===== src/raid_xor_dma_pkg.sv =====
// Purpose: shared constants and types of the parity DMA channel
// Assumes: byte offsets within the channel register window
// Notes: field positions are bit indices of the command, error, status and descriptor control words
package raid_xor_dma_pkg;

  // ==========================================================================
  // register offsets
  localparam logic [11:0] CHAN_CMD_OFS = 12'h084;
  localparam logic [11:0] DESC_COUNT_OFS = 12'h086;
  localparam logic [11:0] CHAN_STS_OFS = 12'h088;
  localparam logic [11:0] CMPL_ADDR_OFS = 12'h098;
  localparam logic [11:0] CHAN_ERR_OFS = 12'h0A8;
  localparam logic [11:0] ERR_MASK_OFS = 12'h0AC;
  localparam logic [11:0] ERR_COPY_OFS = 12'h180;

  // ==========================================================================
  // reset values
  localparam logic [15:0] DESC_COUNT_RST = 16'h0000;
  localparam logic [31:0] CMPL_ADDR_RST = 32'h0000_0000;
  localparam logic [31:0] ERR_RST = 32'h0000_0000;
  localparam logic [31:0] ERR_MASK_RST = 32'h0000_0000;

  // ==========================================================================
  // field positions
  localparam int CMD_SUSPEND_BIT = 2;
  localparam int CMD_RESET_BIT = 5;
  localparam int ERR_DST_ADDR_BIT = 1;
  localparam int ERR_RD_DATA_BIT = 8;
  localparam int CTRL_INTR_BIT = 0;
  localparam int CTRL_CMPL_BIT = 3;
  localparam int CTRL_NULL_BIT = 5;
  localparam int CTRL_P_DIS_BIT = 6;
  localparam int CTRL_Q_DIS_BIT = 7;
  localparam int OP_MSB = 31;
  localparam int OP_LSB = 24;
  localparam int STS_IDX_LSB = 16;

  // ==========================================================================
  // operation codes and size limits
  localparam logic [7:0] OP_GF_GEN = 8'h89;
  localparam logic [7:0] OP_GF_VAL = 8'h8A;
  localparam logic [7:0] OP_GF_UPD = 8'h8B;
  localparam logic [20:0] LEN_MAX = 21'h10_0000;
  localparam logic [20:0] LEN_8K = 21'h00_2000;

  // ==========================================================================
  // channel status codes
  localparam logic [2:0] STS_ACTIVE = 3'h0;
  localparam logic [2:0] STS_IDLE = 3'h1;
  localparam logic [2:0] STS_SUSPENDED = 3'h2;
  localparam logic [2:0] STS_HALTED = 3'h3;

  typedef enum logic [7:0] {
    ST_IDLE = 8'h01,
    ST_FETCH = 8'h02,
    ST_EXEC = 8'h04,
    ST_XFER = 8'h08,
    ST_CMPL = 8'h10,
    ST_HALT = 8'h20,
    ST_SUSP = 8'h40,
    ST_HUNG = 8'h80
  } chan_state_t;

endpackage


===== src/raid_xor_dma_channel.sv =====
// Purpose: one descriptor-driven copy and parity DMA channel
// Assumes: memory side answers on the same clock; register port at window offsets
// Notes: a buffer parity error on a long descriptor hangs the channel until i_srst
`timescale 1ns/10ps
module raid_xor_dma_channel (
  input wire logic i_ref_clk,
  input wire logic i_srst,
  input wire logic i_reg_wr,
  input wire logic i_reg_rd,
  input wire logic [11:0] i_reg_addr,
  input wire logic [31:0] i_reg_wdata,
  input wire logic i_desc_valid,
  input wire logic [31:0] i_desc_ctrl,
  input wire logic [31:0] i_desc_size,
  input wire logic i_xfer_done,
  input wire logic i_dst_addr_fault,
  input wire logic i_rd_poison,
  input wire logic i_buf_parity_err,
  output logic [31:0] o_reg_rdata,
  output logic o_reg_rvalid,
  output logic o_desc_req,
  output logic [15:0] o_desc_index,
  output logic o_xfer_req,
  output logic [20:0] o_xfer_len,
  output logic o_xfer_xor,
  output logic o_xfer_p_en,
  output logic o_xfer_q_en,
  output logic o_cmpl_wr,
  output logic [31:0] o_cmpl_addr,
  output logic [15:0] o_cmpl_index,
  output logic o_intr
);

  raid_xor_dma_pkg::chan_state_t state_r;
  raid_xor_dma_pkg::chan_state_t state_nxt;
  logic [15:0] count_r;
  logic [15:0] count_nxt;
  logic [15:0] idx_r;
  logic [15:0] idx_nxt;
  logic [31:0] cmpl_addr_r;
  logic [31:0] cmpl_addr_nxt;
  logic suspend_r;
  logic suspend_nxt;
  logic [31:0] rdata_r;
  logic [31:0] rdata_nxt;
  logic rvalid_r;
  logic rvalid_nxt;
  logic desc_req_r;
  logic desc_req_nxt;
  logic xfer_req_r;
  logic xfer_req_nxt;
  logic [23:0] xfer_info_r;
  logic [23:0] xfer_info_nxt;
  logic cmpl_wr_r;
  logic cmpl_wr_nxt;
  logic [15:0] cmpl_idx_r;
  logic [15:0] cmpl_idx_nxt;
  logic intr_r;
  logic intr_nxt;

  logic cnt_wr;
  logic cmd_wr;
  logic err_w1c;
  logic copy_w1c;
  logic mask_we;
  logic in_xfer;
  logic hang;
  logic [31:0] err_set;
  logic [31:0] err_q;
  logic [31:0] copy_q;
  logic [31:0] mask_q;
  logic halt_req;
  logic [2:0] sts_code;

  logic dec_xor;
  logic dec_null;
  logic dec_intr;
  logic dec_cmpl;
  logic dec_p_en;
  logic dec_q_en;
  logic dec_big;
  logic [20:0] dec_len;

  // ==========================================================================
  // register port decode
  always_comb begin
    cnt_wr = i_reg_wr && (i_reg_addr == raid_xor_dma_pkg::DESC_COUNT_OFS);
    cmd_wr = i_reg_wr && (i_reg_addr == raid_xor_dma_pkg::CHAN_CMD_OFS);
    err_w1c = i_reg_wr && (i_reg_addr == raid_xor_dma_pkg::CHAN_ERR_OFS);
    copy_w1c = i_reg_wr && (i_reg_addr == raid_xor_dma_pkg::ERR_COPY_OFS);
    mask_we = i_reg_wr && (i_reg_addr == raid_xor_dma_pkg::ERR_MASK_OFS);
  end

  // ==========================================================================
  // transfer error events
  always_comb begin
    in_xfer = (state_r == raid_xor_dma_pkg::ST_XFER);
    hang = in_xfer && i_buf_parity_err && dec_big;
    err_set = 32'h0000_0000;
    err_set[raid_xor_dma_pkg::ERR_DST_ADDR_BIT] = in_xfer && i_dst_addr_fault;
    err_set[raid_xor_dma_pkg::ERR_RD_DATA_BIT] = in_xfer &&
      (i_rd_poison || (i_buf_parity_err && !dec_big));
  end

  dma_err_log u_err_log (
    .i_ref_clk(i_ref_clk),
    .i_srst(i_srst),
    .i_set(err_set),
    .i_err_w1c(err_w1c),
    .i_copy_w1c(copy_w1c),
    .i_mask_we(mask_we),
    .i_wdata(i_reg_wdata),
    .o_err(err_q),
    .o_copy(copy_q),
    .o_mask(mask_q),
    .o_halt_req(halt_req)
  );

  dma_desc_decode u_decode (
    .i_ref_clk(i_ref_clk),
    .i_srst(i_srst),
    .i_load(i_desc_valid && (state_r == raid_xor_dma_pkg::ST_FETCH)),
    .i_ctrl(i_desc_ctrl),
    .i_size(i_desc_size),
    .o_xor(dec_xor),
    .o_null(dec_null),
    .o_intr(dec_intr),
    .o_cmpl(dec_cmpl),
    .o_p_en(dec_p_en),
    .o_q_en(dec_q_en),
    .o_big(dec_big),
    .o_len(dec_len)
  );

  // ==========================================================================
  // channel sequencer
  always_comb begin
    state_nxt = state_r;
    count_nxt = cnt_wr ? i_reg_wdata[15:0] : count_r;
    idx_nxt = idx_r;
    suspend_nxt = suspend_r;
    desc_req_nxt = 1'b0;
    xfer_req_nxt = 1'b0;
    xfer_info_nxt = xfer_info_r;
    cmpl_wr_nxt = 1'b0;
    cmpl_idx_nxt = cmpl_idx_r;
    intr_nxt = 1'b0;
    if (cmd_wr && i_reg_wdata[raid_xor_dma_pkg::CMD_SUSPEND_BIT]) begin
      suspend_nxt = 1'b1;
    end
    if (cnt_wr) begin
      suspend_nxt = 1'b0;
    end
    case (state_r)
      raid_xor_dma_pkg::ST_IDLE: begin
        if (suspend_r) begin
          state_nxt = raid_xor_dma_pkg::ST_SUSP;
        end else if (idx_r != count_r) begin
          state_nxt = raid_xor_dma_pkg::ST_FETCH;
          desc_req_nxt = 1'b1;
        end
      end
      raid_xor_dma_pkg::ST_FETCH: begin
        if (i_desc_valid) begin
          state_nxt = raid_xor_dma_pkg::ST_EXEC;
        end
      end
      raid_xor_dma_pkg::ST_EXEC: begin
        if (dec_null) begin
          state_nxt = raid_xor_dma_pkg::ST_CMPL;
        end else begin
          state_nxt = raid_xor_dma_pkg::ST_XFER;
          xfer_req_nxt = 1'b1;
          xfer_info_nxt = {dec_xor, dec_p_en, dec_q_en, dec_len};
        end
      end
      raid_xor_dma_pkg::ST_XFER: begin
        if (hang) begin
          state_nxt = raid_xor_dma_pkg::ST_HUNG;
        end else if (halt_req) begin
          state_nxt = raid_xor_dma_pkg::ST_HALT;
        end else if (i_xfer_done || (err_set != 32'h0000_0000)) begin
          state_nxt = raid_xor_dma_pkg::ST_CMPL;
        end
      end
      raid_xor_dma_pkg::ST_CMPL: begin
        intr_nxt = dec_intr;
        cmpl_wr_nxt = dec_cmpl;
        cmpl_idx_nxt = idx_r;
        idx_nxt = idx_r + 16'h0001;
        state_nxt = raid_xor_dma_pkg::ST_IDLE;
      end
      raid_xor_dma_pkg::ST_HALT: begin
        if (cnt_wr && (err_q == 32'h0000_0000)) begin
          state_nxt = raid_xor_dma_pkg::ST_IDLE;
        end
      end
      raid_xor_dma_pkg::ST_SUSP: begin
        if (!suspend_r) begin
          state_nxt = raid_xor_dma_pkg::ST_IDLE;
        end
      end
      raid_xor_dma_pkg::ST_HUNG: begin
        state_nxt = raid_xor_dma_pkg::ST_HUNG;
      end
      default: begin
        state_nxt = raid_xor_dma_pkg::ST_IDLE;
      end
    endcase
    // channel reset drops queued work; a hung channel ignores it
    if (cmd_wr && i_reg_wdata[raid_xor_dma_pkg::CMD_RESET_BIT] &&
        (state_r != raid_xor_dma_pkg::ST_HUNG)) begin
      state_nxt = raid_xor_dma_pkg::ST_IDLE;
      count_nxt = raid_xor_dma_pkg::DESC_COUNT_RST;
      idx_nxt = 16'h0000;
      suspend_nxt = 1'b0;
      desc_req_nxt = 1'b0;
      xfer_req_nxt = 1'b0;
      cmpl_wr_nxt = 1'b0;
      intr_nxt = 1'b0;
    end
  end

  // ==========================================================================
  // register read and completion address
  always_comb begin
    cmpl_addr_nxt = (i_reg_wr && (i_reg_addr == raid_xor_dma_pkg::CMPL_ADDR_OFS)) ?
                    i_reg_wdata : cmpl_addr_r;
    case (state_r)
      raid_xor_dma_pkg::ST_IDLE: sts_code = raid_xor_dma_pkg::STS_IDLE;
      raid_xor_dma_pkg::ST_SUSP: sts_code = raid_xor_dma_pkg::STS_SUSPENDED;
      raid_xor_dma_pkg::ST_HALT: sts_code = raid_xor_dma_pkg::STS_HALTED;
      raid_xor_dma_pkg::ST_HUNG: sts_code = raid_xor_dma_pkg::STS_ACTIVE;
      default: sts_code = raid_xor_dma_pkg::STS_ACTIVE;
    endcase
    rvalid_nxt = i_reg_rd;
    rdata_nxt = 32'h0000_0000;
    if (i_reg_rd) begin
      case (i_reg_addr)
        raid_xor_dma_pkg::DESC_COUNT_OFS: rdata_nxt = {16'h0000, count_r};
        raid_xor_dma_pkg::CHAN_STS_OFS: rdata_nxt = {idx_r, 13'h0000, sts_code};
        raid_xor_dma_pkg::CMPL_ADDR_OFS: rdata_nxt = cmpl_addr_r;
        raid_xor_dma_pkg::CHAN_ERR_OFS: rdata_nxt = err_q;
        raid_xor_dma_pkg::ERR_MASK_OFS: rdata_nxt = mask_q;
        raid_xor_dma_pkg::ERR_COPY_OFS: rdata_nxt = copy_q;
        default: rdata_nxt = 32'h0000_0000;
      endcase
    end
  end

  always_ff @(posedge i_ref_clk) begin
    if (i_srst) begin
      state_r <= raid_xor_dma_pkg::ST_IDLE;
      count_r <= raid_xor_dma_pkg::DESC_COUNT_RST;
      idx_r <= 16'h0000;
      cmpl_addr_r <= raid_xor_dma_pkg::CMPL_ADDR_RST;
      suspend_r <= 1'b0;
      rdata_r <= 32'h0000_0000;
      rvalid_r <= 1'b0;
      desc_req_r <= 1'b0;
      xfer_req_r <= 1'b0;
      xfer_info_r <= 24'h00_0000;
      cmpl_wr_r <= 1'b0;
      cmpl_idx_r <= 16'h0000;
      intr_r <= 1'b0;
    end else begin
      state_r <= state_nxt;
      count_r <= count_nxt;
      idx_r <= idx_nxt;
      cmpl_addr_r <= cmpl_addr_nxt;
      suspend_r <= suspend_nxt;
      rdata_r <= rdata_nxt;
      rvalid_r <= rvalid_nxt;
      desc_req_r <= desc_req_nxt;
      xfer_req_r <= xfer_req_nxt;
      xfer_info_r <= xfer_info_nxt;
      cmpl_wr_r <= cmpl_wr_nxt;
      cmpl_idx_r <= cmpl_idx_nxt;
      intr_r <= intr_nxt;
    end
  end

  assign o_reg_rdata = rdata_r;
  assign o_reg_rvalid = rvalid_r;
  assign o_desc_req = desc_req_r;
  assign o_desc_index = idx_r;
  assign o_xfer_req = xfer_req_r;
  assign {o_xfer_xor, o_xfer_p_en, o_xfer_q_en, o_xfer_len} = xfer_info_r;
  assign o_cmpl_wr = cmpl_wr_r;
  assign o_cmpl_addr = cmpl_addr_r;
  assign o_cmpl_index = cmpl_idx_r;
  assign o_intr = intr_r;

  // ==========================================================================
  // checks
  AST_NULL_INTR: assert property (@(posedge i_ref_clk) disable iff (i_srst)
    (state_r == raid_xor_dma_pkg::ST_FETCH) && i_desc_valid && !cmd_wr &&
    (i_desc_ctrl[raid_xor_dma_pkg::OP_MSB:raid_xor_dma_pkg::OP_LSB] < 8'h89) &&
    i_desc_ctrl[raid_xor_dma_pkg::CTRL_NULL_BIT] && i_desc_ctrl[raid_xor_dma_pkg::CTRL_INTR_BIT]
    |-> (!o_xfer_req)[*4] ##0 o_intr)
    else $error("null descriptor moved data or gave no interrupt");

  AST_DST_FAULT: assert property (@(posedge i_ref_clk) disable iff (i_srst)
    in_xfer && i_dst_addr_fault && !mask_q[raid_xor_dma_pkg::ERR_DST_ADDR_BIT] && !hang && !cmd_wr
    |=> err_q[raid_xor_dma_pkg::ERR_DST_ADDR_BIT] && copy_q[raid_xor_dma_pkg::ERR_DST_ADDR_BIT] &&
        (state_r == raid_xor_dma_pkg::ST_HALT))
    else $error("destination fault not logged or channel not halted");

  AST_POISON_HALT: assert property (@(posedge i_ref_clk) disable iff (i_srst)
    in_xfer && i_rd_poison && !mask_q[raid_xor_dma_pkg::ERR_RD_DATA_BIT] && !hang && !cmd_wr
    |=> err_q[raid_xor_dma_pkg::ERR_RD_DATA_BIT] && (state_r == raid_xor_dma_pkg::ST_HALT))
    else $error("poisoned read not logged or channel not halted");

  AST_COUNT_STARTS: assert property (@(posedge i_ref_clk) disable iff (i_srst)
    (state_r == raid_xor_dma_pkg::ST_IDLE) && !suspend_r && cnt_wr && !cmd_wr &&
    (idx_r == count_r) &&
    (i_reg_wdata[15:0] != idx_r) |-> ##2 (o_desc_req && (o_desc_index == $past(idx_r, 2))))
    else $error("descriptor count write did not start a fetch");

  AST_HUNG_STAYS: assert property (@(posedge i_ref_clk) disable iff (i_srst)
    hang |=> (state_r == raid_xor_dma_pkg::ST_HUNG)[*2])
    else $error("hung channel left the hung state");

  AST_XOR_NOTIFY: assert property (@(posedge i_ref_clk) disable iff (i_srst)
    (state_r == raid_xor_dma_pkg::ST_CMPL) && dec_xor && !cmd_wr
    |=> (o_intr == $past(dec_intr)) && (o_cmpl_wr == $past(dec_cmpl)))
    else $error("xor completion notification mismatch");

  AST_CMD_SUSPEND: assert property (@(posedge i_ref_clk) disable iff (i_srst)
    (state_r == raid_xor_dma_pkg::ST_IDLE) && cmd_wr && !cnt_wr && (idx_r == count_r) &&
    i_reg_wdata[raid_xor_dma_pkg::CMD_SUSPEND_BIT] && !i_reg_wdata[raid_xor_dma_pkg::CMD_RESET_BIT]
    ##1 !cnt_wr && !cmd_wr |=> (state_r == raid_xor_dma_pkg::ST_SUSP))
    else $error("suspend command not obeyed");

  AST_CMD_RESET: assert property (@(posedge i_ref_clk) disable iff (i_srst)
    cmd_wr && i_reg_wdata[raid_xor_dma_pkg::CMD_RESET_BIT] &&
    (state_r != raid_xor_dma_pkg::ST_HUNG)
    |=> (state_r == raid_xor_dma_pkg::ST_IDLE) && (idx_r == 16'h0000) && (count_r == 16'h0000))
    else $error("reset command not obeyed");

  AST_HALT_HOLDS: assert property (@(posedge i_ref_clk) disable iff (i_srst)
    (state_r == raid_xor_dma_pkg::ST_HALT) && !cnt_wr && !cmd_wr
    |=> (state_r == raid_xor_dma_pkg::ST_HALT) &&
        (((err_q ^ $past(err_q)) & ~$past(i_reg_wdata & {32{err_w1c}})) == 32'h0000_0000))
    else $error("halted channel resumed or lost an error without restart");

endmodule


===== src/dma_desc_decode.sv =====
// Purpose: latch and decode one fetched descriptor
// Assumes: i_load is a one-cycle strobe with the descriptor words
// Notes: outputs hold until the next load
`timescale 1ns/10ps
module dma_desc_decode (
  input wire logic i_ref_clk,
  input wire logic i_srst,
  input wire logic i_load,
  input wire logic [31:0] i_ctrl,
  input wire logic [31:0] i_size,
  output logic o_xor,
  output logic o_null,
  output logic o_intr,
  output logic o_cmpl,
  output logic o_p_en,
  output logic o_q_en,
  output logic o_big,
  output logic [20:0] o_len
);

  logic [7:0] op;
  logic is_xor;
  logic [20:0] len;
  logic [27:0] dec_r;
  logic [27:0] dec_nxt;

  // ==========================================================================
  // decode
  always_comb begin
    op = i_ctrl[raid_xor_dma_pkg::OP_MSB:raid_xor_dma_pkg::OP_LSB];
    is_xor = (op == raid_xor_dma_pkg::OP_GF_GEN) || (op == raid_xor_dma_pkg::OP_GF_VAL) ||
             (op == raid_xor_dma_pkg::OP_GF_UPD);
    // legacy length and xor block size both come from the size word, clipped at 1MB
    len = (i_size > 32'(raid_xor_dma_pkg::LEN_MAX)) ? raid_xor_dma_pkg::LEN_MAX :
          i_size[20:0];
    dec_nxt = dec_r;
    if (i_load) begin
      dec_nxt = {is_xor,
                 ~is_xor & i_ctrl[raid_xor_dma_pkg::CTRL_NULL_BIT],
                 i_ctrl[raid_xor_dma_pkg::CTRL_INTR_BIT],
                 i_ctrl[raid_xor_dma_pkg::CTRL_CMPL_BIT],
                 is_xor & ~i_ctrl[raid_xor_dma_pkg::CTRL_P_DIS_BIT],
                 is_xor & ~i_ctrl[raid_xor_dma_pkg::CTRL_Q_DIS_BIT],
                 len > raid_xor_dma_pkg::LEN_8K,
                 len};
    end
  end

  always_ff @(posedge i_ref_clk) begin
    if (i_srst) begin
      dec_r <= 28'h000_0000;
    end else begin
      dec_r <= dec_nxt;
    end
  end

  assign {o_xor, o_null, o_intr, o_cmpl, o_p_en, o_q_en, o_big, o_len} = dec_r;

  AST_SIZE_TAKEN: assert property (@(posedge i_ref_clk) disable iff (i_srst)
    i_load && (i_size <= 32'(raid_xor_dma_pkg::LEN_MAX)) |=> o_len == $past(i_size[20:0]))
    else $error("descriptor size not taken from size field");

endmodule


===== src/dma_err_log.sv =====
// Purpose: channel error, config copy and mask registers
// Assumes: write-one-to-clear strobes come from the register port
// Notes: a set in the clearing cycle wins
`timescale 1ns/10ps
module dma_err_log (
  input wire logic i_ref_clk,
  input wire logic i_srst,
  input wire logic [31:0] i_set,
  input wire logic i_err_w1c,
  input wire logic i_copy_w1c,
  input wire logic i_mask_we,
  input wire logic [31:0] i_wdata,
  output logic [31:0] o_err,
  output logic [31:0] o_copy,
  output logic [31:0] o_mask,
  output logic o_halt_req
);

  logic [31:0] err_r;
  logic [31:0] err_nxt;
  logic [31:0] copy_r;
  logic [31:0] copy_nxt;
  logic [31:0] mask_r;
  logic [31:0] mask_nxt;

  // ==========================================================================
  // per-bit sticky error and copy logic, plain mask write
  genvar b;
  generate
    for (b = 0; b < 32; b++) begin : g_bit
      always_comb begin
        err_nxt[b] = i_set[b] | (err_r[b] & ~(i_err_w1c & i_wdata[b]));
        copy_nxt[b] = i_set[b] | (copy_r[b] & ~(i_copy_w1c & i_wdata[b]));
        mask_nxt[b] = i_mask_we ? i_wdata[b] : mask_r[b];
      end
    end
  endgenerate

  always_ff @(posedge i_ref_clk) begin
    if (i_srst) begin
      err_r <= raid_xor_dma_pkg::ERR_RST;
      copy_r <= raid_xor_dma_pkg::ERR_RST;
      mask_r <= raid_xor_dma_pkg::ERR_MASK_RST;
    end else begin
      err_r <= err_nxt;
      copy_r <= copy_nxt;
      mask_r <= mask_nxt;
    end
  end

  // masked errors are still logged but never halt
  assign o_halt_req = |(i_set & ~mask_r);
  assign o_err = err_r;
  assign o_copy = copy_r;
  assign o_mask = mask_r;

  AST_MASK_LOGS: assert property (@(posedge i_ref_clk) disable iff (i_srst)
    (i_set != 32'h0000_0000) && ((i_set & ~mask_r) == 32'h0000_0000) |->
      !o_halt_req ##1 ((o_err & $past(i_set)) == $past(i_set)))
    else $error("masked error halted or was not logged");

endmodule


===== config.mk =====
export PLATFORM = sky130hd
export DESIGN_NAME = raid_xor_dma_channel
export DESIGN_NICKNAME = d
export VERILOG_FILES = /design/src/raid_xor_dma_pkg.sv /design/src/raid_xor_dma_channel.sv /design/src/dma_desc_decode.sv /design/src/dma_err_log.sv
export SDC_FILE = /design/constraint.sdc
export NUM_CORES = 1
export LEC_CHECK = 0
export BUFFER_PORTS_ARGS = -buffer_cell sky130_fd_sc_hd__buf_2
export CAP_MARGIN = 20
export CORE_ASPECT_RATIO = 2
export CORE_MARGIN = 1.5
export CORE_UTILIZATION = 50
export DETAILED_ROUTE_END_ITERATION = 10
export PLACE_DENSITY = 0.76
export SLEW_MARGIN = 25
export SYNTH_ARGS = -nofsm -noshare
export SYNTH_HDL_FRONTEND = slang
export SYNTH_SLANG_ARGS = --single-unit

===== constraint.sdc =====
create_clock -name i_ref_clk -period 3.5 [get_ports i_ref_clk]
set_clock_uncertainty 0.2 [all_clocks]
set_input_delay 0.7 -clock i_ref_clk [delete_from_list [all_inputs] [get_ports i_ref_clk]]
set_output_delay 0.7 -clock i_ref_clk [all_outputs]
set_load 0.1 [all_outputs]

---- After elaboration in Yosys (flattened, before gate mapping) ----
Cells that the tools add are included.
word-level totals
  register bits after elaboration ......... 274
  word-level logic and storage cells ...... 301
  input bits .............................. 117
operators by class
  reduce and logical (&&, ||, !) cells .... 32
  equal/unequal tests ..................... 25
  mux-type cells .......................... 15
  order comparisons ....................... 2
  bitwise operators ....................... 209
  add/subtract/negate cells ............... 1
operators with widths
  kind                                                  number
  case mux 32 bit (6 select lines)                      1
  AND 1 bit                                             131
  == test 12 x 8 -> 1 bit, second input constant        6
  NOT 1 bit                                             72
  two-way mux 8 bit                                     8
  case mux 8 bit (7 select lines)                       1
  AND 9 x 32 -> 32 bit                                  1
  == test 8 bit, second input constant                  4
  > comparator 32 x 21 -> 1 bit, second input constant  1
  logical NOT 32 bit                                    1
  NOT 32 bit                                            1
  nonzero test 32 bit                                   1
  OR reduction 32 bit                                   1
  > comparator 21 x 14 -> 1 bit, second input constant  1
  two-way mux 21 bit                                    1
  adder 16 x 1 -> 16 bit, second input constant         1
  logical AND 1 bit                                     16
  inequality test 16 bit                                1
  == test 12 x 9 -> 1 bit, second input constant        1
  OR reduction 3 bit                                    3
  == test 8 x 1 -> 1 bit, second input constant         1
  == test 8 x 2 -> 1 bit, second input constant         1
  == test 8 x 3 -> 1 bit, second input constant         1
  == test 8 x 4 -> 1 bit, second input constant         1
  17 further kinds                                      27

---- Longest topological paths before layout ----
Gate-level depths: netlist (run 1).
  depth in word-level cells ............... 10
  depth in mapped cells ................... 8
  depth with buffers taken out ............ 5

---- Modules after synthesis ----
Synthesis (run 1) repeated with hierarchy kept, for this count alone.
unflattened totals
  cells, all modules ...................... 1381
  area, all modules ....................... 11466.0 um2
modules (own cells, without submodules)
  module                times used  area an instance (um2)  cells an instance
  raid_xor_dma_channel  1           6616.3                  816
  dma_err_log           1           3613.5                  426
  dma_desc_decode       1           1236.2                  139

---- Worst setup path after synthesis (run 1) ----
No wires, ideal clock.
  path type ............................... in2reg
  from .................................... in i_reg_addr[9]
  to ...................................... reg suspend_r
  library setup time ...................... 0.131 ns
  path slack .............................. 0.852 ns
  required time ........................... 3.169 ns
  data arrival time ....................... 2.317 ns
  buffers on the path ..................... 1
  cell stages on the path ................. 5
  cell sequence ........................... or4_4 > or3_4 > o41ai_4 > buf_6 > nor3_1
on the way
  word-level cells in the longest chain between the ends .. 5
  elaborated cells between the ends (all ways) .. 8
  classes of those cells .................. 2 x eq/ne; 6 x reduce/logical
RTL lines
  element                              line                         source
  start, declared                      raid_xor_dma_channel.sv:10   input wire logic [11:0] i_reg_addr,
  == test 12 x 8 -> 1 bit              raid_xor_dma_channel.sv:88   cmd_wr = i_reg_wr && (i_reg_addr == raid_xor_dma_pkg::CHAN_CMD_OFS);
  logical AND 1 bit                    raid_xor_dma_channel.sv:88
  logical AND 1 bit (2 in a row)       raid_xor_dma_channel.sv:211  if (cmd_wr && i_reg_wdata[raid_xor_dma_pkg::CMD_RESET_BIT] &&
  OR reduction 3 bit (no source line)  n/a
  end signal, assigned                 raid_xor_dma_channel.sv:271  suspend_r <= suspend_nxt;
  end, declared                        raid_xor_dma_channel.sv:42   logic suspend_r;
Several ways; a longest one is shown, not always the timed one.
A chain may end at the register's enable or synchronous reset.

---- Worst setup path in the final report (run 1) ----
  from .................................... reg idx_r[8], in the netlist o_desc_index[8]
  to ...................................... out o_desc_index[8]
RTL lines
  element                 line                         source
  start, declared         raid_xor_dma_channel.sv:38   logic [15:0] idx_r;
  start signal, assigned  raid_xor_dma_channel.sv:269  idx_r <= idx_nxt;
  end, declared           raid_xor_dma_channel.sv:22   output logic [15:0] o_desc_index,
No word-level cell between the ends.

==> results of run 1 <==
==> stage by stage <==
step | cell area, um2 | instances | hold slack, ps | setup WS [ps]
4_1_cts | 12800 | 1747 | 155 | 892
3_5_place_dp | 12000 | 1703 | 221 | 559
2_1_floorplan | 10700 | 1273 | 212 | 852
6_report | 12800 | 1750 | 169 | 890
3_3_place_gp | 12000 | 1703 | 218 | 580
5_1_grt | 12800 | 1750 | 170 | 826
==> logic make-up after synthesis <==
family	count (synthesis)	synth area share, %
AOI/OAI and AO/OA	331	19.1
xor gates and xnor gates	33	2.71
adders and majority gates	1	0.117
buffers and inverters	111	4.45
DFF	274	51.4
and+or+nand+nor	523	22.2
==> per-layer routing <==
| metal | global-route usage [%] | wire length (um) | up-vias | share of wire [%] |
|---|---|---|---|---|
| met2 | 52.0 | 16700 | 501 | 50 |
| met1 | 31.7 | 11700 | 4790 | 35 |
| met3 | 4.88 | 2590 | 124 | 7.8 |
| met4 | 18.8 | 2120 | 2 | 6.4 |
| li1 | - | - | 4790 | - |
| met5 | 0 | 10 | - | 0.030 |
==> cells in the mapped netlist, types with 3 or more instances <==
| cell type | n | area (um2) |
|---|---|---|
| sky130_fd_sc_hd__nand2_1 | 322 | 1210 |
| sky130_fd_sc_hd__dfxtp_1 | 274 | 5490 |
| sky130_fd_sc_hd__a21oi_1 | 227 | 1140 |
| sky130_fd_sc_hd__nor2_1 | 82 | 308 |
| sky130_fd_sc_hd__clkbuf_1 | 67 | 251 |
| sky130_fd_sc_hd__a22oi_1 | 28 | 210 |
| sky130_fd_sc_hd__buf_2 | 23 | 115 |
| sky130_fd_sc_hd__xnor2_1 | 20 | 175 |
| sky130_fd_sc_hd__a22o_1 | 19 | 166 |
| sky130_fd_sc_hd__nor4_1 | 18 | 113 |
| sky130_fd_sc_hd__a221oi_1 | 17 | 149 |
| sky130_fd_sc_hd__a222oi_1 | 16 | 160 |
| sky130_fd_sc_hd__inv_1 | 15 | 56.3 |
| sky130_fd_sc_hd__nand4_1 | 15 | 93.8 |
| sky130_fd_sc_hd__nand3_1 | 13 | 65.1 |
| sky130_fd_sc_hd__xor2_1 | 13 | 114 |
| sky130_fd_sc_hd__nor3_1 | 12 | 60.1 |
| sky130_fd_sc_hd__and2_1 | 5 | 31.3 |
| sky130_fd_sc_hd__nand2b_1 | 5 | 31.3 |
| sky130_fd_sc_hd__and4_1 | 4 | 35.0 |
| sky130_fd_sc_hd__buf_6 | 4 | 45.0 |
| sky130_fd_sc_hd__o41ai_1 | 4 | 35.0 |
| sky130_fd_sc_hd__or3_1 | 4 | 25.0 |
| sky130_fd_sc_hd__and3_1 | 3 | 18.8 |
| sky130_fd_sc_hd__and4b_1 | 3 | 30.0 |
| sky130_fd_sc_hd__nand4b_1 | 3 | 26.3 |
| sky130_fd_sc_hd__nor2b_1 | 3 | 18.8 |
| sky130_fd_sc_hd__nor4b_1 | 3 | 26.3 |
| sky130_fd_sc_hd__o21ai_0 | 3 | 15.0 |
==> final cells by class <==
cell class	count	area, um2	area share [%]
diodes	3	7.51	0.0584
multi-input cells	888	4780	37.2
clock inverters	10	120	0.935
inverters	16	60.1	0.467
clock buffers	34	678	5.28
well taps	269	337	2.62
flip-flops and latches	274	5490	42.7
repair buffers	256	1380	10.8
==> power groups by stage <==
stage | sequential [W] | combinational (W) | clock (W)
3_5_place_dp | 0.00319 | 0.000192 | 0
5_1_grt | 0.00312 | 0.000206 | 0.00282
2_1_floorplan | 0.00319 | 0.0000669 | 0
4_1_cts | 0.00312 | 0.000192 | 0.00273
3_3_place_gp | 0.00319 | 0.000190 | 0
6_report | 0.00312 | 0.000195 | 0.00270
==> how the worst max path moves through the flow <==
stage / end / slack [ps] / cells past startpoint
6_report: o_desc_index[8] / 890 / 1
5_1_grt: xfer_info_r[18] / 830 / 5
4_1_cts: o_desc_index[8] / 890 / 1
3_5_place_dp: state_r[4] / 560 / 7
3_3_place_gp: state_r[4] / 580 / 7
2_1_floorplan: suspend_r / 850 / 5
==> flip-flops by register name (all words and copies together), names as in the netlist <==
name and count:
xfer_info_r 24, o_desc_index 16, u_err_log.o_copy 32, u_err_log.o_mask 32, o_reg_rvalid 1, u_decode.dec_r 28, o_xfer_req 1, o_cmpl_addr 32
state_r 8, o_desc_req 1, count_r 16, u_err_log.o_err 32, o_intr 1, o_cmpl_index 16, o_reg_rdata 32, suspend_r 1
o_cmpl_wr 1
==> impl_table.tex, run 1 <==
\begin{tabular}{lr}
\hline
Metric & Value \\
\hline
\multicolumn{2}{l}{\textbf{Clocking}} \\
\quad H-tree depth reported by CTS & 1 \\
\quad Master cell of the clock root buffer & sky130\_fd\_sc\_hd\_\_clkbuf\_16 \\
\quad TritonCTS clock tree & done \\
\quad Number of buffers inserted to repair setup after CTS & 0 \\
\quad Clock-pin slew on the worst setup and hold paths & 70 ps \\
\quad Clock Latency Late Sink & 550 ps \\
\quad CTS Sinks & 274 \\
\quad Buffer depth of the longest clock path & 3 \\
\quad Post-CTS sizing & 0 \\
\quad Inserted Clock Buffers & 24 \\
\quad CTS hold repair buffers & 0 \\
\multicolumn{2}{l}{\textbf{Synth}} \\
\quad Mean post-synth cell area & 8.38 um2 \\
\quad Commonest register cell after synthesis & sky130\_fd\_sc\_hd\_\_dfxtp\_1 \\
\quad Warning count from the yosys run & 0 \\
\quad Proportion of register bits with asynchronous set or reset after synthesis & 0\% \\
\quad Register area share after synthesis & 51.4\% \\
\quad Library cells used by synthesis & 64 \\
\quad Count of flip-flops with a built-in enable after synthesis & 0 \\
\quad Mapped Nets & 1391 \\
\quad Gate Count Post-Synth & 1273 \\
\quad Register bit count reported by yosys & 274 \\
\quad Post-synthesis instance area & 10700 um2 \\
\multicolumn{2}{l}{\textbf{Layout}} \\
\quad Fillcell total & 1853 \\
\quad Leading cell type in the layout, fill and taps excluded & sky130\_fd\_sc\_hd\_\_nand2\_1 \\
\quad Core occupancy in the finished layout & 61.4\% \\
\quad Count of nets after finishing & 1578 \\
\quad Area delta synth->final & 20.4\% \\
\quad Ratio of cells with drive above 1 in the final layout & 21.6\% \\
\quad Highest-count cells in the layout ignoring fill and taps & sky130\_fd\_sc\_hd\_\_nand2\_1, sky130\_fd\_sc\_hd\_\_dfxtp\_1, sky130\_fd\_sc\_hd\_\_a21oi\_1 \\
\multicolumn{2}{l}{\textbf{Critical path}} \\
\quad Depth of the worst register-to-register path & 6 \\
\quad Largest stage delay on the critical path & 630 ps \\
\quad R2R Setup Slk & 990 ps \\
\quad Top delay family on crit path & flip-flops \\
\quad Worst reg2reg startpoint & state\_r[1] \\
\quad Critical-path cell with the highest stage delay & sky130\_fd\_sc\_hd\_\_dfxtp\_1 \\
\quad Worst Path Arrival & 1710 ps \\
\quad Type of the worst setup path & reg -> out \\
\quad Endpoint of the lowest-slack register-to-register path & u\_decode.dec\_r[7] \\
\quad CP required & 2600 ps \\
\quad Sort of element at the end of the critical path & output port \\
\quad Launching instance or port of the critical path & o\_desc\_index[8] \\
\quad Number of buffer and inverter stages on the critical path & 1 \\
\quad Max Fanout on Critical Path & 9 \\
\quad Cells along the critical path & buf\_2 \\
\quad Startpoint types & flop \\
\multicolumn{2}{l}{\textbf{Timing}} \\
\quad Worst slew slack as a fraction of its limit & 35.7\% \\
\quad Final Hold Violating Endpoints & 0 \\
\quad Min cycle time layout & 2610 ps \\
\quad Count of final max-slew check failures & 0 \\
\quad Actual slew at the worst max-slew pin & 964 ps \\
\quad Unrepaired setup endpoints after global routing & no \\
\quad Fmax & 383 MHz \\
\quad Final-layout setup total negative slack & 0 ps \\
\quad Final setup fails & 0 \\
\quad Period utilization & 74.6\% \\
\multicolumn{2}{l}{\textbf{Power and ir drop}} \\
\quad Highest ir drop seen on vdd & 0.372 mV \\
\quad Reported leakage power & 4.86 nW \\
\quad Combinational power share & 3.2\% \\
\quad Fraction of power spent switching nets & 22.0\% \\
\quad Clock share of power & 44.9\% \\
\quad Internal power component & 0.00469 W \\
\quad Sequential cell fraction of total power & 51.9\% \\
\quad Switch Pwr & 0.00132 W \\
\quad Areal power density over the cells & 468 nW/um2 \\
\quad Overall power of the completed layout & 0.00601 W \\
\multicolumn{2}{l}{\textbf{Route}} \\
\quad Iteration-0 DRC count of the detailed router & 644 \\
\quad Iteration count of the initial detailed-routing pass & 7 \\
\quad Final wirelength & 33100 um \\
\quad Overall via count from detail\_route & 10207 \\
\quad Via density per instance & 5.83 \\
\quad Post-detailed-route wirelength per cell & 18.9 um \\
\quad DRT antenna net count & 0 \\
\quad Remaining routing DRC violations & 0 \\
\multicolumn{2}{l}{\textbf{Global route}} \\
\quad Largest net degree at the start of global routing & 72 \\
\quad Vias in the first global route & 9896 \\
\quad Final global-route overflow total & 0 \\
\quad Initial antenna violation count & 4 \\
\quad Wire length of the first global-routing pass & 51400 um \\
\quad GRT Overall Usage & 29.3\% \\
\multicolumn{2}{l}{\textbf{Floorplanning}} \\
\quad Number of placement rows & 75 \\
\quad Die area & 22300 um2 \\
\quad Starting Density & 51.0\% \\
\quad Die height & 210 um \\
\quad Top-level I/O count & 242 \\
\quad Area inside the core boundary & 20900 um2 \\
\quad Chip width & 106 um \\
\multicolumn{2}{l}{\textbf{Hold path}} \\
\quad End point of the worst hold path & u\_err\_log.o\_copy[29] \\
\quad Type of the most critical hold path & in -> reg \\
\quad Instance count along the most critical hold path & 2 \\
\quad Startpoint of the most critical hold path & i\_reg\_wdata[29] \\
\multicolumn{2}{l}{\textbf{Flow run}} \\
\quad Number of violations of the max-capacitance limit & 0 \\
\multicolumn{2}{l}{\textbf{Place}} \\
\quad Last weighted congestion value of the routability-driven placer & 0.941 \\
\quad I/O Buffers & 222 \\
\quad HPWL reported at the end of detailed placement & 23000 um \\
\multicolumn{2}{l}{\textbf{Run status}} \\
\quad Result of the run & finished clean \\
\hline
\end{tabular}
No activity file was read; power rests on OpenSTA's default activity.
==> run 2: changes to the inputs <==
==> constraint.sdc (replaced) <==
create_clock -name i_ref_clk -period 2.6 [get_ports i_ref_clk]
set_clock_uncertainty 0.2 [all_clocks]
set_input_delay 0.52 -clock i_ref_clk [delete_from_list [all_inputs] [get_ports i_ref_clk]]
set_output_delay 0.52 -clock i_ref_clk [all_outputs]
set_load 0.1 [all_outputs]
==> impl_table.tex, run 2 (synthesis results as in run 1) <==
\begin{tabular}{lr}
\hline
Metric & Value \\
\hline
\multicolumn{2}{l}{\textbf{Power and ir drop}} \\
\quad Combinational power share & 3.8\% \\
\quad Areal power density over the cells & 601 nW/um2 \\
\quad Highest ir drop seen on vdd & 0.516 mV \\
\quad Sequential cell fraction of total power & 52.5\% \\
\quad Switch Pwr & 0.00178 W \\
\quad Internal power component & 0.00622 W \\
\quad Fraction of power spent switching nets & 22.2\% \\
\quad Clock share of power & 43.7\% \\
\quad Reported leakage power & 5.09 nW \\
\multicolumn{2}{l}{\textbf{Clocking}} \\
\quad Clock-pin slew on the worst setup and hold paths & 70 ps \\
\quad Buffer depth of the longest clock path & 3 \\
\quad CTS Sinks & 274 \\
\quad H-tree depth reported by CTS & 1 \\
\quad Clock Latency Late Sink & 550 ps \\
\quad TritonCTS clock tree & done \\
\quad CTS hold repair buffers & 19 \\
\quad Master cell of the clock root buffer & sky130\_fd\_sc\_hd\_\_clkbuf\_16 \\
\quad Number of buffers inserted to repair setup after CTS & 0 \\
\quad Post-CTS sizing & 0 \\
\quad Inserted Clock Buffers & 24 \\
\multicolumn{2}{l}{\textbf{Global route}} \\
\quad Initial antenna violation count & 3 \\
\quad Largest net degree at the start of global routing & 66 \\
\quad GRT Overall Usage & 30.4\% \\
\quad Wire length of the first global-routing pass & 53100 um \\
\quad Vias in the first global route & 10291 \\
\quad Final global-route overflow total & 0 \\
\multicolumn{2}{l}{\textbf{Layout}} \\
\quad Area delta synth->final & 24.6\% \\
\quad Ratio of cells with drive above 1 in the final layout & 22.7\% \\
\quad Sequential cell area in the final layout & 5490 um2 \\
\quad Count of nets after finishing & 1625 \\
\quad Summed area of non-filler cells in the final layout & 13300 um2 \\
\quad Highest-count cells in the layout ignoring fill and taps & sky130\_fd\_sc\_hd\_\_nand2\_1, sky130\_fd\_sc\_hd\_\_dfxtp\_1, sky130\_fd\_sc\_hd\_\_a21oi\_1 \\
\quad Non-filler cells in the finished layout & 1794 \\
\quad Fillcell total & 1829 \\
\quad Area occupied by multi-input gates & 4780 um2 \\
\quad Leading cell type in the layout, fill and taps excluded & sky130\_fd\_sc\_hd\_\_nand2\_1 \\
\multicolumn{2}{l}{\textbf{Route}} \\
\quad Final wirelength & 34200 um \\
\quad Iteration count of the initial detailed-routing pass & 7 \\
\quad Iteration-0 DRC count of the detailed router & 741 \\
\quad Via density per instance & 5.80 \\
\quad Overall via count from detail\_route & 10402 \\
\quad Remaining routing DRC violations & 0 \\
\quad DRT antenna net count & 0 \\
\quad Post-detailed-route wirelength per cell & 19.1 um \\
\multicolumn{2}{l}{\textbf{Critical path}} \\
\quad Startpoint types & flop \\
\quad Max Fanout on Critical Path & 7 \\
\quad Number of buffer and inverter stages on the critical path & 1 \\
\quad Cells along the critical path & buf\_2 \\
\quad CP required & 1880 ps \\
\quad Sort of element at the end of the critical path & output port \\
\quad Critical-path cell with the highest stage delay & sky130\_fd\_sc\_hd\_\_dfxtp\_1 \\
\quad Top delay family on crit path & flip-flops \\
\quad Worst Path Arrival & 1740 ps \\
\quad Largest stage delay on the critical path & 660 ps \\
\quad Type of the worst setup path & reg -> out \\
\multicolumn{2}{l}{\textbf{Timing}} \\
\quad Count of final max-slew check failures & 0 \\
\quad Worst slew slack as a fraction of its limit & 48.9\% \\
\quad Actual slew at the worst max-slew pin & 766 ps \\
\quad Min cycle time layout & 2460 ps \\
\quad Fmax & 407 MHz \\
\quad Final Hold Violating Endpoints & 0 \\
\quad Period utilization & 94.4\% \\
\quad Worst hold margin & 11.6 ps \\
\quad Final setup fails & 0 \\
\quad Unrepaired setup endpoints after global routing & no \\
\multicolumn{2}{l}{\textbf{Floorplanning}} \\
\quad Area inside the core boundary & 20900 um2 \\
\quad Chip width & 106 um \\
\quad Top-level I/O count & 242 \\
\quad Die area & 22300 um2 \\
\quad Number of placement rows & 75 \\
\quad Die height & 210 um \\
\quad Starting Density & 51.0\% \\
\multicolumn{2}{l}{\textbf{Place}} \\
\quad I/O Buffers & 222 \\
\quad \# placed instances & 1731 \\
\quad Post-Place Cell Area & 12400 um2 \\
\quad Last weighted congestion value of the routability-driven placer & 0.946 \\
\quad HPWL reported at the end of detailed placement & 24000 um \\
\multicolumn{2}{l}{\textbf{Flow run}} \\
\quad Number of violations of the max-capacitance limit & 0 \\
\multicolumn{2}{l}{\textbf{Hold path}} \\
\quad Type of the most critical hold path & in -> reg \\
\multicolumn{2}{l}{\textbf{Run status}} \\
\quad Result of the run & finished clean \\
\hline
\end{tabular}
## run 2: cell types whose count changed in the layout (fill, tap and decap cells not counted), sizes merged
cell	delta
diode	-1
buf	+28
inv	+1
clkinv	-3
dlygate4sd3	+19
bufinv	-1
clkbuf	+1
## run 2: final cells by class
type | count | share of cell area [%]
clock inverters | 7 | 0.602
clock buffers | 35 | 5.05
inverters | 16 | 0.451
well taps | 269 | 2.53
diodes | 2 | 0.0376
multi-input cells | 888 | 35.9
repair buffers | 303 | 14.1
flip-flops and latches | 274 | 41.3
## run 2: power groups by stage
stage                     Sequential (W)  Combinational (W)  Clock, W
final                            0.00420           0.000301   0.00350
after global routing             0.00419           0.000318   0.00370
after CTS                        0.00420           0.000296   0.00355
after detailed placement         0.00429           0.000274         0
after global placement           0.00429           0.000272         0
after floorplan                  0.00430          0.0000901         0
## run 2: worst paths after layout
check,from,end,slack (ps),cells after the start
max reg2reg,state_r[4],u_decode.dec_r[8],280,6
max,o_desc_index[0],o_desc_index[0],140,1
min reg2reg,u_decode.dec_r[25],o_intr,220,2
min,i_reg_wdata[27],u_err_log.o_copy[27],10,2
## run 2: routing by layer
metal | up-vias | part of all wire, % | track usage, %
met3 | 113 | 7.6 | 4.57
li1 | 4895 | - | -
met5 | - | 0.020 | 0
met1 | 4871 | 35 | 32.4
met2 | 521 | 52 | 56.0
met4 | 2 | 5.1 | 16.9
## run 2: metrics by stage
step / util (%) / power [W] / setup TNS (ps) / setup WS [ps]
2_1_floorplan: - / 0.00439 / 0 / 85.2
3_3_place_gp: 59.0 / 0.00456 / -162 / -40.2
3_5_place_dp: 59.0 / 0.00457 / -924 / -45.9
4_1_cts: 63.5 / 0.00804 / 0 / 144
5_1_grt: 63.6 / 0.00821 / 0 / 107
6_report: 63.6 / 0.00799 / 0 / 145
==> run 3: changes to the inputs <==
--- a/config.mk
+++ b/config.mk
@@ -11,7 +11,7 @@
 export CORE_MARGIN = 1.5
 export CORE_UTILIZATION = 50
 export DETAILED_ROUTE_END_ITERATION = 10
-export PLACE_DENSITY = 0.76
+export PLACE_DENSITY = 0.75
 export SLEW_MARGIN = 25
 export SYNTH_ARGS = -nofsm -noshare
 export SYNTH_HDL_FRONTEND = slang
==> constraint.sdc (replaced) <==
create_clock -name i_ref_clk -period 3.09 [get_ports i_ref_clk]
set_clock_uncertainty 0.2 [all_clocks]
set_input_delay 0.618 -clock i_ref_clk [delete_from_list [all_inputs] [get_ports i_ref_clk]]
set_output_delay 0.618 -clock i_ref_clk [all_outputs]
set_load 0.1 [all_outputs]
==> impl_table.tex, run 3 (synthesis results as in run 1) <==
\begin{tabular}{lr}
\hline
Metric & Value \\
\hline
\multicolumn{2}{l}{\textbf{Run status}} \\
\quad Result of the run & finished clean \\
\multicolumn{2}{l}{\textbf{Route}} \\
\quad Overall via count from detail\_route & 10254 \\
\quad Iteration-0 DRC count of the detailed router & 869 \\
\quad Iteration count of the initial detailed-routing pass & 6 \\
\quad Remaining routing DRC violations & 0 \\
\quad Post-detailed-route wirelength per cell & 19.2 um \\
\quad DRT antenna net count & 0 \\
\quad Via density per instance & 5.84 \\
\quad Final wirelength & 33600 um \\
\multicolumn{2}{l}{\textbf{Timing}} \\
\quad Count of final max-slew check failures & 0 \\
\quad Worst Setup Slack, final & 544 ps \\
\quad Worst slew slack as a fraction of its limit & 36.8\% \\
\quad Min cycle time layout & 2550 ps \\
\quad Period utilization & 82.4\% \\
\quad Unrepaired setup endpoints after global routing & no \\
\quad Final-layout setup total negative slack & 0 ps \\
\quad Fmax & 393 MHz \\
\quad Actual slew at the worst max-slew pin & 948 ps \\
\quad Final Hold Violating Endpoints & 0 \\
\quad Final setup fails & 0 \\
\multicolumn{2}{l}{\textbf{Power and ir drop}} \\
\quad Switch Pwr & 0.00150 W \\
\quad Clock share of power & 46.8\% \\
\quad Highest ir drop seen on vdd & 0.657 mV \\
\quad Sequential cell fraction of total power & 50.1\% \\
\quad Fraction of power spent switching nets & 21.3\% \\
\quad Areal power density over the cells & 542 nW/um2 \\
\quad Internal power component & 0.00555 W \\
\quad Reported leakage power & 4.94 nW \\
\quad Combinational power share & 3.2\% \\
\multicolumn{2}{l}{\textbf{Critical path}} \\
\quad Cells along the critical path & buf\_2 \\
\quad Endpoint of the lowest-slack register-to-register path & state\_r[4] \\
\quad Top delay family on crit path & flip-flops \\
\quad Sort of element at the end of the critical path & output port \\
\quad Critical-path cell with the highest stage delay & sky130\_fd\_sc\_hd\_\_dfxtp\_1 \\
\quad Number of buffer and inverter stages on the critical path & 1 \\
\quad Depth of the worst register-to-register path & 6 \\
\quad CP required & 2270 ps \\
\quad R2R Setup Slk & 570 ps \\
\quad Type of the worst setup path & reg -> out \\
\quad Max Fanout on Critical Path & 7 \\
\quad Startpoint types & flop \\
\quad Largest stage delay on the critical path & 660 ps \\
\quad Worst Path Arrival & 1730 ps \\
\quad Worst reg2reg startpoint & state\_r[0] \\
\multicolumn{2}{l}{\textbf{Clocking}} \\
\quad Number of buffers inserted to repair setup after CTS & 0 \\
\quad Post-CTS sizing & 0 \\
\quad CTS hold repair buffers & 0 \\
\quad Master cell of the clock root buffer & sky130\_fd\_sc\_hd\_\_clkbuf\_16 \\
\quad TritonCTS clock tree & done \\
\quad Clock-pin slew on the worst setup and hold paths & 70 ps \\
\quad H-tree depth reported by CTS & 1 \\
\quad Inserted Clock Buffers & 23 \\
\quad Clock Latency Late Sink & 540 ps \\
\quad Buffer depth of the longest clock path & 3 \\
\quad CTS Sinks & 274 \\
\multicolumn{2}{l}{\textbf{Global route}} \\
\quad GRT Overall Usage & 29.5\% \\
\quad Largest net degree at the start of global routing & 68 \\
\quad Wire length of the first global-routing pass & 51800 um \\
\quad Final global-route overflow total & 0 \\
\quad Initial antenna violation count & 4 \\
\quad Vias in the first global route & 9905 \\
\multicolumn{2}{l}{\textbf{Hold path}} \\
\quad Type of the most critical hold path & in -> reg \\
\quad Instance count along the most critical hold path & 2 \\
\quad Startpoint of the most critical hold path & i\_reg\_wdata[17] \\
\quad End point of the worst hold path & u\_err\_log.o\_err[17] \\
\multicolumn{2}{l}{\textbf{Place}} \\
\quad HPWL reported at the end of detailed placement & 23100 um \\
\quad I/O Buffers & 222 \\
\quad Post-place setup slack & 196 ps \\
\quad Last weighted congestion value of the routability-driven placer & 0.958 \\
\multicolumn{2}{l}{\textbf{Floorplanning}} \\
\quad Number of placement rows & 75 \\
\quad Area inside the core boundary & 20900 um2 \\
\quad Die height & 210 um \\
\quad Chip width & 106 um \\
\quad Die area & 22300 um2 \\
\quad Starting Density & 51.0\% \\
\quad Top-level I/O count & 242 \\
\multicolumn{2}{l}{\textbf{Layout}} \\
\quad Count of nets after finishing & 1584 \\
\quad Fillcell total & 1857 \\
\quad Leading cell type in the layout, fill and taps excluded & sky130\_fd\_sc\_hd\_\_nand2\_1 \\
\quad Highest-count cells in the layout ignoring fill and taps & sky130\_fd\_sc\_hd\_\_nand2\_1, sky130\_fd\_sc\_hd\_\_dfxtp\_1, sky130\_fd\_sc\_hd\_\_a21oi\_1 \\
\quad Ratio of cells with drive above 1 in the final layout & 22.1\% \\
\quad Sequential cell area in the final layout & 5490 um2 \\
\quad Area occupied by multi-input gates & 4780 um2 \\
\quad Area delta synth->final & 21.7\% \\
\multicolumn{2}{l}{\textbf{Flow run}} \\
\quad Number of violations of the max-capacitance limit & 0 \\
\hline
\end{tabular}
-- run 3: cell count changes in the layout (fill, tap and decap cells not counted), sizes merged --
cell / before / now
buf: 284 / 263
dlygate4sd3: 19 / 0
clkbuf: 35 / 28
bufinv: 1 / 6
clkinv: 3 / 5
diode: 2 / 4
clkinvlp: 2 / 1
-- run 3: metal layers --
metal,share of wire [%],up-vias,global-route usage [%],routed length (um)
met5,0,-,0,0
met4,4.4,0,15.4,1470
met3,7.9,89,4.13,2670
met2,52,505,53.9,17500
met1,36,4855,32.4,12000
li1,-,4805,-,-
-- run 3: power groups by stage --
stage	Clock (W)	Combinational, W	Sequential, W
finish	0.00330	0.000223	0.00353
global route	0.00346	0.000235	0.00353
CTS	0.00331	0.000219	0.00353
detailed placement	0	0.000219	0.00361
global placement	0	0.000217	0.00361
floorplan	0	0.0000758	0.00362
-- run 3: how the worst max path moves through the flow --
stage	cells past startpoint	startpoint	slack, ps	to
floorplan	7	o_desc_index[3]	460	o_desc_index[10]
global placement	7	i_reg_addr[9]	190	o_reg_rdata[2]
detailed placement	7	i_reg_addr[9]	200	o_reg_rdata[15]
CTS	1	o_desc_index[8]	570	o_desc_index[8]
global route	6	state_r[0]	450	state_r[4]
finish	1	o_desc_index[5]	540	o_desc_index[5]
-- run 3: final cells by class --
type | instances | share of cell area, %
antenna | 4 | 0.0770
clock buffer | 28 | 4.81
clock inverter | 13 | 1.73
inverter | 16 | 0.462
multi-input combinational | 888 | 36.8
sequential | 274 | 42.2
tap | 269 | 2.59
timing repair buffer | 263 | 11.3
-- run 3: stage by stage --
stage                     util, %  hold slack [ps]  power, W  area, um2  instances
after floorplan                 -              212   0.00369      10700       1273
final                        62.1             88.5   0.00705      13000       1755
after CTS                    62.0             84.3   0.00706      13000       1751
after detailed placement     58.0              221   0.00383      12100       1710
after global placement       58.0              218   0.00383      12100       1710
after global routing         62.1             92.9   0.00722      13000       1755
